**config.mk**
```make
export PLATFORM = sky130hd
export DESIGN_NAME = port_b_gpio
export DESIGN_NICKNAME = d
export VERILOG_FILES = /design/src/logic/port_b_gpio_pkg.sv /design/src/logic/port_b_gpio.sv
export SDC_FILE = /design/constraint.sdc
export NUM_CORES = 1
export LEC_CHECK = 0
export BUFFER_PORTS_ARGS = -buffer_cell sky130_fd_sc_hd__buf_4
export CORE_MARGIN = 3
export CORE_UTILIZATION = 30
export CTS_BUF_LIST = sky130_fd_sc_hd__clkbuf_8
export DETAILED_ROUTE_END_ITERATION = 12
export GPL_ROUTABILITY_DRIVEN = 0
export SLEW_MARGIN = 0
export SYNTH_ARGS = -nofsm -noshare
export SYNTH_HDL_FRONTEND = slang
export SYNTH_SLANG_ARGS = --single-unit
export TNS_END_PERCENT = 100
```
**constraint.sdc**
```tcl
create_clock -name sys_clk_i -period 1.65 [get_ports sys_clk_i]
set_input_delay 0.0825 -clock sys_clk_i [delete_from_list [all_inputs] [get_ports sys_clk_i]]
set_output_delay 0.0825 -clock sys_clk_i [all_outputs]
set_load 0.01 [all_outputs]
```
**src/logic/port_b_gpio_pkg.sv**
```systemverilog
// Constants, register map and carrier types for the second GPIO port.
// Assumes a single 100 MHz clock and a byte-wide register port.
package port_b_gpio_pkg;

  // Port geometry
  localparam int unsigned PORT_W      = 8;
  localparam int unsigned ADDR_W      = 8;
  localparam int unsigned DATA_W      = 8;
  localparam int unsigned ANALOG_W    = 5;
  localparam int unsigned CHANGE_LO   = 4;
  localparam int unsigned CHANGE_W    = 4;
  localparam int unsigned EXT_IRQ_W   = 3;
  localparam int unsigned CAPTURE_PIN = 3;
  localparam int unsigned FAULT_PIN   = 0;

  // Register byte addresses
  localparam logic [7:0] OFS_PORT_DATA  = 8'h00;
  localparam logic [7:0] OFS_DIRECTION  = 8'h04;
  localparam logic [7:0] OFS_LATCH      = 8'h08;
  localparam logic [7:0] OFS_MAIN_INT   = 8'h0c;
  localparam logic [7:0] OFS_SECOND_INT = 8'h10;
  localparam logic [7:0] OFS_ANALOG_SEL = 8'h14;

  // Field positions
  localparam int unsigned CHANGE_FLAG_BIT = 0;
  localparam int unsigned CHANGE_EN_BIT   = 3;
  localparam int unsigned PULLUP_DIS_BIT  = 7;

  // Reset values
  localparam logic [7:0] DIR_RST        = 8'hff;
  localparam logic [7:0] LATCH_RST      = 8'h00;
  localparam logic       PULLUP_DIS_RST = 1'b1;
  localparam logic       CAPTURE_RST    = 1'b1;
  localparam logic [4:0] ANALOG_ON      = 5'h1f;
  localparam logic [4:0] ANALOG_OFF     = 5'h00;
  localparam logic [7:0] RDATA_IDLE     = 8'h00;

  // Register port request
  typedef struct packed {
    logic [7:0] addr;     // Byte address
    logic [7:0] wdata;    // Write data
    logic       wr;       // Write strobe
    logic       rd;       // Read strobe
    logic       mem_move; // Write is the destination of a memory-to-memory move
  } reg_req_t;

  // Configuration capture after reset release
  typedef enum logic [1:0] {
    CFG_WAIT = 2'b01,
    CFG_DONE = 2'b10
  } cfg_state_t;

endpackage
```
**src/logic/port_b_gpio.sv**
```systemverilog
// Second 8-bit GPIO port: direction, output latch, shared pull-ups,
// analog default on pins 4..0 and change detection on pins 7..4.
// Assumes pads resolved outside from pad_out/pad_oe_n; strap inputs are static.
//
// Chosen here: strobed register access and the placing of the registers.
`timescale 1ns/1ps

// Behaviour
// - Eight pins, each with its own direction bit and output latch bit.
// - Direction bit one releases the pin driver so the pin is an input.
// - Direction bit zero drives the pin from its output latch bit, except pin 3 under capture select zero.
// - Latch register is mapped; reading it returns latched values, not pins.
// - Clearing pull-up disable bit 7 of second control enables the pull-ups of all input pins.
// - A pin set as output never has its pull-up on.
// - Pull-ups are off after power-on reset.
// - Analog default set: pins 4..0 analog reading zero, pins 7..5 digital.
// - Analog default clear: pins 4..0 come up as digital inputs.
// - Only pins 7..4 are compared; output pins are left out.
// - Input pins compare against a snapshot taken at last data access.
// - Mismatches of pins 7..4 are ORed into flag bit 0 of main control.
// - A raised change interrupt wakes the device from sleep or idle.
// - A persisting mismatch keeps setting the flag over a software clear.
// - Access data, wait one cycle, then clear; the access ends the mismatch.
// - Memory-move writes to data do not refresh the snapshot; others do.
// - A pin returning to its snapshot value ends its mismatch by itself.
// - Capture select zero routes pin 3 to the second capture/compare unit.
// - Analog pins block the digital input path; digital output unaffected.
// - Input pins 0..2 feed external interrupts; pin 0 feeds the PWM fault.
module port_b_gpio (
  input  wire logic                       sys_clk_i,                        // 100 MHz clock
  input  wire logic                       arst_n_i,                         // Async reset, low
  input  wire port_b_gpio_pkg::reg_req_t  req_i,                            // Register request
  output logic [7:0]                      rdata_o,                          // Read data, +1 cycle
  input  wire logic [7:0]                 pad_in_i,                         // Pad levels
  output logic [7:0]                      pad_out_o,                        // Pad drive value
  output logic [7:0]                      pad_oe_n_o,                       // Low while driving
  output logic [7:0]                      pullup_en_o,                      // Weak pull-up on
  output logic [4:0]                      analog_en_o,                      // Analog mode pins
  input  wire logic                       analog_default_config_i,          // Analog strap
  input  wire logic                       capture_pin_select_i,             // Capture pin strap
  input  wire logic                       capture_compare_unit_two_out_i,   // Compare/PWM out
  output logic                            capture_compare_unit_two_in_o,    // Capture input
  output logic                            ext_irq_in_zero_o,                // Ext interrupt 0
  output logic                            ext_irq_in_one_o,                 // Ext interrupt 1
  output logic                            ext_irq_in_two_o,                 // Ext interrupt 2
  output logic                            pwm_fault_input_o,                // PWM fault input
  output logic                            port_change_flag_o,               // Change flag
  output logic                            wake_o                            // Wake request
);

  logic [7:0]                      sync1_q;
  logic [7:0]                      sync2_q;
  logic [7:0]                      sync3_q;
  logic [7:0]                      filt_q;
  logic [7:0]                      dir_q;
  logic [7:0]                      latch_q;
  logic                            pullup_dis_n_q;
  logic [4:0]                      analog_q;
  logic                            capture_sel_q;
  port_b_gpio_pkg::cfg_state_t     cfg_state_q;
  logic [3:0]                      snap_q;
  logic                            flag_q;
  logic                            change_en_q;
  logic [7:0]                      rdata_q;
  logic [7:0]                      pad_out_q;
  logic [7:0]                      pad_oe_n_q;
  logic [7:0]                      pullup_q;
  logic [4:0]                      analog_en_q;
  logic [2:0]                      ext_irq_q;
  logic                            fault_q;
  logic                            capture_in_q;
  logic                            wake_q;
  logic [7:0]                      pin_val;
  logic [3:0]                      mismatch_vec;
  logic                            mismatch_any;
  logic                            data_access;
  logic                            wr_data;
  logic                            wr_dir;
  logic                            wr_latch;
  logic                            wr_main;
  logic                            wr_second;
  logic                            wr_analog;

  // Address decode of the register port
  assign wr_data   = req_i.wr && (req_i.addr == port_b_gpio_pkg::OFS_PORT_DATA);
  assign wr_dir    = req_i.wr && (req_i.addr == port_b_gpio_pkg::OFS_DIRECTION);
  assign wr_latch  = req_i.wr && (req_i.addr == port_b_gpio_pkg::OFS_LATCH);
  assign wr_main   = req_i.wr && (req_i.addr == port_b_gpio_pkg::OFS_MAIN_INT);
  assign wr_second = req_i.wr && (req_i.addr == port_b_gpio_pkg::OFS_SECOND_INT);
  assign wr_analog = req_i.wr && (req_i.addr == port_b_gpio_pkg::OFS_ANALOG_SEL);

  // Three-stage pad synchroniser; stage one feeds stage two only
  always_ff @(posedge sys_clk_i or negedge arst_n_i) begin
    if (!arst_n_i) begin
      sync1_q <= 8'h00;
      sync2_q <= 8'h00;
      sync3_q <= 8'h00;
    end else begin
      sync1_q <= pad_in_i;
      sync2_q <= sync1_q;
      sync3_q <= sync2_q;
    end
  end

  // Accept a pin change once stages two and three agree
  always_ff @(posedge sys_clk_i or negedge arst_n_i) begin
    if (!arst_n_i) begin
      filt_q <= 8'h00;
    end else begin
      filt_q <= (~(sync2_q ^ sync3_q) & sync3_q) | ((sync2_q ^ sync3_q) & filt_q);
    end
  end

  // Analog pins read as zero; the digital input buffer is cut off there
  assign pin_val = filt_q & ~{3'h0, analog_q};

  // Direction register, all inputs out of reset
  always_ff @(posedge sys_clk_i or negedge arst_n_i) begin
    if (!arst_n_i) begin
      dir_q <= port_b_gpio_pkg::DIR_RST;
    end else if (wr_dir) begin
      dir_q <= req_i.wdata;
    end
  end

  // Output latch; both the data and latch addresses write it
  always_ff @(posedge sys_clk_i or negedge arst_n_i) begin
    if (!arst_n_i) begin
      latch_q <= port_b_gpio_pkg::LATCH_RST;
    end else if (wr_data || wr_latch) begin
      latch_q <= req_i.wdata;
    end
  end

  // Shared active-low pull-up control, off after reset
  always_ff @(posedge sys_clk_i or negedge arst_n_i) begin
    if (!arst_n_i) begin
      pullup_dis_n_q <= port_b_gpio_pkg::PULLUP_DIS_RST;
    end else if (wr_second) begin
      pullup_dis_n_q <= req_i.wdata[port_b_gpio_pkg::PULLUP_DIS_BIT];
    end
  end

  // Straps are caught once, the cycle after reset release, never by the reset
  always_ff @(posedge sys_clk_i or negedge arst_n_i) begin
    if (!arst_n_i) begin
      cfg_state_q   <= port_b_gpio_pkg::CFG_WAIT;
      analog_q      <= port_b_gpio_pkg::ANALOG_ON;
      capture_sel_q <= port_b_gpio_pkg::CAPTURE_RST;
    end else begin
      case (cfg_state_q)
        port_b_gpio_pkg::CFG_WAIT: begin
          analog_q      <= analog_default_config_i ? port_b_gpio_pkg::ANALOG_ON
                                                   : port_b_gpio_pkg::ANALOG_OFF;
          capture_sel_q <= capture_pin_select_i;
          cfg_state_q   <= port_b_gpio_pkg::CFG_DONE;
        end
        port_b_gpio_pkg::CFG_DONE: begin
          if (wr_analog) begin
            analog_q <= req_i.wdata[4:0];
          end
        end
        default: begin
          cfg_state_q <= port_b_gpio_pkg::CFG_WAIT;
        end
      endcase
    end
  end

  // Any read or write of data refreshes the snapshot, except a memory move
  assign data_access = (req_i.rd && (req_i.addr == port_b_gpio_pkg::OFS_PORT_DATA))
                    || (wr_data && !req_i.mem_move);

  // Snapshot of the upper four pins at the most recent data access
  always_ff @(posedge sys_clk_i or negedge arst_n_i) begin
    if (!arst_n_i) begin
      snap_q <= 4'h0;
    end else if (data_access) begin
      snap_q <= pin_val[7:4];
    end
  end

  // Output pins drop out; a pin back at its snapshot clears by itself
  assign mismatch_vec = (pin_val[7:4] ^ snap_q) & dir_q[7:4];
  assign mismatch_any = |mismatch_vec;

  // Flag: a live mismatch beats a software clear in the same cycle
  always_ff @(posedge sys_clk_i or negedge arst_n_i) begin
    if (!arst_n_i) begin
      flag_q <= 1'b0;
    end else if (mismatch_any) begin
      flag_q <= 1'b1;
    end else if (wr_main && !req_i.wdata[port_b_gpio_pkg::CHANGE_FLAG_BIT]) begin
      flag_q <= 1'b0;
    end
  end

  // Change interrupt enable, gates the wake request
  always_ff @(posedge sys_clk_i or negedge arst_n_i) begin
    if (!arst_n_i) begin
      change_en_q <= 1'b0;
    end else if (wr_main) begin
      change_en_q <= req_i.wdata[port_b_gpio_pkg::CHANGE_EN_BIT];
    end
  end

  // Read data stands only in the cycle after the strobe
  always_ff @(posedge sys_clk_i or negedge arst_n_i) begin
    if (!arst_n_i) begin
      rdata_q <= port_b_gpio_pkg::RDATA_IDLE;
    end else if (req_i.rd) begin
      case (req_i.addr)
        port_b_gpio_pkg::OFS_PORT_DATA:  rdata_q <= pin_val;
        port_b_gpio_pkg::OFS_DIRECTION:  rdata_q <= dir_q;
        port_b_gpio_pkg::OFS_LATCH:      rdata_q <= latch_q;
        port_b_gpio_pkg::OFS_MAIN_INT:   rdata_q <= {4'h0, change_en_q, 2'h0, flag_q};
        port_b_gpio_pkg::OFS_SECOND_INT: rdata_q <= {pullup_dis_n_q, 7'h00};
        port_b_gpio_pkg::OFS_ANALOG_SEL: rdata_q <= {3'h0, analog_q};
        default:                         rdata_q <= port_b_gpio_pkg::RDATA_IDLE;
      endcase
    end else begin
      rdata_q <= port_b_gpio_pkg::RDATA_IDLE;
    end
  end

  // Per-pin drivers and pull-ups; registered so every output is a flop
  for (genvar i = 0; i < 8; i++) begin : g_pin
    always_ff @(posedge sys_clk_i or negedge arst_n_i) begin
      if (!arst_n_i) begin
        pad_out_q[i]  <= 1'b0;
        pad_oe_n_q[i] <= 1'b1;
        pullup_q[i]   <= 1'b0;
      end else begin
        if ((i == port_b_gpio_pkg::CAPTURE_PIN) && !capture_sel_q) begin
          pad_out_q[i] <= capture_compare_unit_two_out_i;
        end else begin
          pad_out_q[i] <= latch_q[i];
        end
        pad_oe_n_q[i] <= dir_q[i];
        pullup_q[i]   <= !pullup_dis_n_q && dir_q[i];
      end
    end
  end

  // Interrupt and fault inputs see only input-mode digital pins; capture input takes digital pin 3 in either direction
  always_ff @(posedge sys_clk_i or negedge arst_n_i) begin
    if (!arst_n_i) begin
      ext_irq_q    <= 3'h0;
      fault_q      <= 1'b0;
      capture_in_q <= 1'b0;
      analog_en_q  <= port_b_gpio_pkg::ANALOG_ON;
    end else begin
      ext_irq_q    <= pin_val[2:0] & dir_q[2:0];
      fault_q      <= pin_val[port_b_gpio_pkg::FAULT_PIN] && dir_q[port_b_gpio_pkg::FAULT_PIN];
      capture_in_q <= !capture_sel_q && pin_val[port_b_gpio_pkg::CAPTURE_PIN];
      analog_en_q  <= analog_q;
    end
  end

  // Wake is level; the power manager treats sleep and idle alike
  always_ff @(posedge sys_clk_i or negedge arst_n_i) begin
    if (!arst_n_i) begin
      wake_q <= 1'b0;
    end else begin
      wake_q <= flag_q && change_en_q;
    end
  end

  assign rdata_o                       = rdata_q;
  assign pad_out_o                     = pad_out_q;
  assign pad_oe_n_o                    = pad_oe_n_q;
  assign pullup_en_o                   = pullup_q;
  assign analog_en_o                   = analog_en_q;
  assign capture_compare_unit_two_in_o = capture_in_q;
  assign ext_irq_in_zero_o             = ext_irq_q[0];
  assign ext_irq_in_one_o              = ext_irq_q[1];
  assign ext_irq_in_two_o              = ext_irq_q[2];
  assign pwm_fault_input_o             = fault_q;
  assign port_change_flag_o            = flag_q;
  assign wake_o                        = wake_q;
endmodule

```
==> out/qor.yml <==
yosys.area.top_type: "dfrtp_1"
first_pass_iters: 4
synthArstFlopShare_pct: 100
drive_above_1_share_pct: 46.1
yosysTopAreaCellShare_pct: 50.5
track_usage_pct: 12.7
yosysUniqueCellTypes: 41
end_kind: "flop"
cts_root_buf: "clkbuf_8"
antenna_found_initial: 0
first_global_vias: 2529
cp_slowest_cell: "dfstp_2"
swShare_pct: 22.4
critPathArrivalTime_ns: 1.67
postSynthNetCount: 279
area_growth_pct: 35.9
post-route-period-util_pct: 82.4
crit_type: "reg2reg"
wl_per_cell_um: 15.6
p_clk_share_pct: 35.9
antenna_cells: 0
cp_data_required_time_ns: 1.96
syn_area_per_cell_um2: 15.2
crit_buf_inv: 0
p_leak_uw: 0.00238
synth_edf_count: 0
ys.flop_type: "dfrtp_1"
p_switching_uw: 1160
h-tree-depth: 3
num_rows: 40
rsz0062_at_grt: "false"
post-route-cell-area_um2: 5120
clockBufferDepth: 2
io_pins: 76
dp_hpwl_mm: 6.06
grt_max_degree: 31
finalSetupViolCount: 0
fmax_mhz: 736
fin_util_pct: 42.1
overflow: 0
synth.area.top_cells: "dfrtp_1 (50%), dfstp_2 (20%), mux2_2 (4.5%)"
status: "finished, final reports clean"
pwr-share-seq_pct: 55.0
syn-instance-count: 247
yosysWarnings: 0
ys_seq_area_share_pct: 70.7
cts_setup_buffers: 0
report.final.slew_viol_count: 0
clk_pin_slew_ns: 0.10
portBuffers: 75
drt_wl_total_mm: 8.39
ys_ff_latch: 105
hold_class: "in2reg"
fp.dieH_um: 118
p_per_area_nw_per_um2: 1010
drc: 0
drtAntennaViolNets: 0
nets: 398
crit_path_max_fanout: 5
skew_ns: 0.0125
grt_first_pass_wirelength_mm: 13.8
hold_viol_final: 0
drtIter0Drc: 119
ir_drop_mv: 0.552
finalSetupTns_ns: 0
layout_min_cycle_time_ns: 1.36
critPathTopFamily: "flip-flops"
max_slew.worst_pin.slew_ns: 0.397
holdWs_ns: 0.0533
slowest_delay_ns: 0.55
combinationalPowerShare_pct: 9.1
cts_tree: "yes"
syn_area_um2: 3770
drv_cap: 0
clock_sinks: 105
drt-vias-per-instance: 4.36
dpl_cell_area_um2: 4680
slew_headroom_pct: 72.9
start_kind: "flop"
synthTopCellsByCount: "dfrtp_1 (76), dfstp_2 (29), mux2_2 (15), nor2_1 (12)"
p_int_uw: 4030
num_vias: 2349
start_util_pct: 31.0
cts_buffers: 9
synth.most_common_cell: "dfrtp_1"
design.die.area_um2: 13900
insertion_delay_ns: 0.36
die_w_um: 118
path_cells: "nor2b_1 > nand2b_1 > o221a_2"
core_um2: 12200
registers in the layout, summed over array words and instances (netlist names), named ones only:
name and flops:
analog_q 5, rdata_o 8, snap_q 4, change_en_q 1, pad_oe_n_o 8, sync3_q 8
dir_q 8, pullup_dis_n_q 1, cfg_state_q 2, capture_sel_q 1, sync1_q 8, latch_q 8
sync2_q 8, port_change_flag_o 1, pad_out_o 8, capture_compare_unit_two_in_o 1, ext_irq_q 3, pullup_en_o 8
wake_o 1, analog_en_o 5
worst register-to-register path, stage by stage (launching register included):
cell and delay (ns):
dfstp_2 0.55, nor2b_1 0.24, nand2b_1 0.28, o221a_2 0.24
through the flow:
| step | worst slack [ns] | power, uW | instances |
|---|---|---|---|
| after floorplan | 0.0739 | 3050 | 247 |
| after global placement | -0.0324 | 3340 | 503 |
| after detailed placement | -0.0859 | 3350 | 503 |
| after CTS | 0.283 | 5280 | 539 |
| after global routing | 0.255 | 5430 | 539 |
| final | 0.290 | 5190 | 539 |
cell families after synthesis:
logic type	share of synthesized area [%]
XOR/XNOR	1.16
AND/OR/NAND/NOR	9.80
multiplexers	9.67
flip-flops	70.7
buffers and inverters	1.16
adder cells (fa/ha/maj)	2.13
AO/OA/AOI/OAI	5.35
layout by cell type (no fill, tap or decap), types with 2 or more instances in the layout:
cell,n
nor2_1,12
mux2i_1,3
a2bb2oi_1,3
mux2_4,8
and3_1,3
mux2_1,4
a22o_1,2
maj3_1,8
dfstp_2,29
bufinv_16,3
nand2b_1,5
a22oi_1,3
nor2b_1,10
o21ai_0,5
clkbuf_8,9
nand3_1,4
dlygate4sd3_1,20
o221a_2,5
nand2_1,10
and3b_1,2
nor3_1,5
clkinv_2,2
xor2_1,4
buf_12,2
inv_1,4
dfrtp_1,76
mux2_2,15
buf_4,92
a21oi_1,6
and2_1,2
final cells by class:
type | instances | area (um^2)
Tap cell | 168 | 210
Multi-Input combinational cell | 132 | 1060
Inverter | 4 | 15.0
Timing Repair Buffer | 114 | 931
Clock buffer | 9 | 124
Sequential cell | 105 | 2660
Clock inverter | 7 | 116
Fill cell | 1169 | 7040
metal layers:
layer / global-route usage (%) / vias to the layer above / share of wire (%)
met5: 0 / - / 0
met4: 4.32 / 0 / 1.1
met3: 3.80 / 6 / 5.4
met2: 18.8 / 67 / 46
met1: 17.8 / 1178 / 47
li1: - / 1098 / -
power groups by stage:
stage	sequential [uW]	clock, uW	combinational, uW
after floorplan	2890	0	156
after detailed placement	2910	0	442
after CTS	2860	1940	483
after global routing	2880	2030	522
after global placement	2900	0	433
final	2860	1860	472
path summary, 6_finish.rpt:
kind | from | to | slack (ns) | depth (start not counted)
worst min register to register | sync1_q[4] | sync2_q[4] | 0.36 | 0
worst min-delay path | req_i[11] | rdata_o[3] | 0.05 | 4
worst max-delay path | cfg_state_q[0] | analog_q[4] | 0.29 | 3
max in group asynchronous | arst_n_i | pad_oe_n_o[4] | 0.81 | 3
min in group asynchronous | arst_n_i | sync1_q[0] | 0.17 | 2
worst max register to register | cfg_state_q[0] | analog_q[4] | 0.29 | 3
repair_timing:
item                                   in CTS  in global routing
hold buffers                               20                  0
endpoints found under the hold margin      95                  0
resized for setup                           0                  0
(Power assumes the default switching activity.)
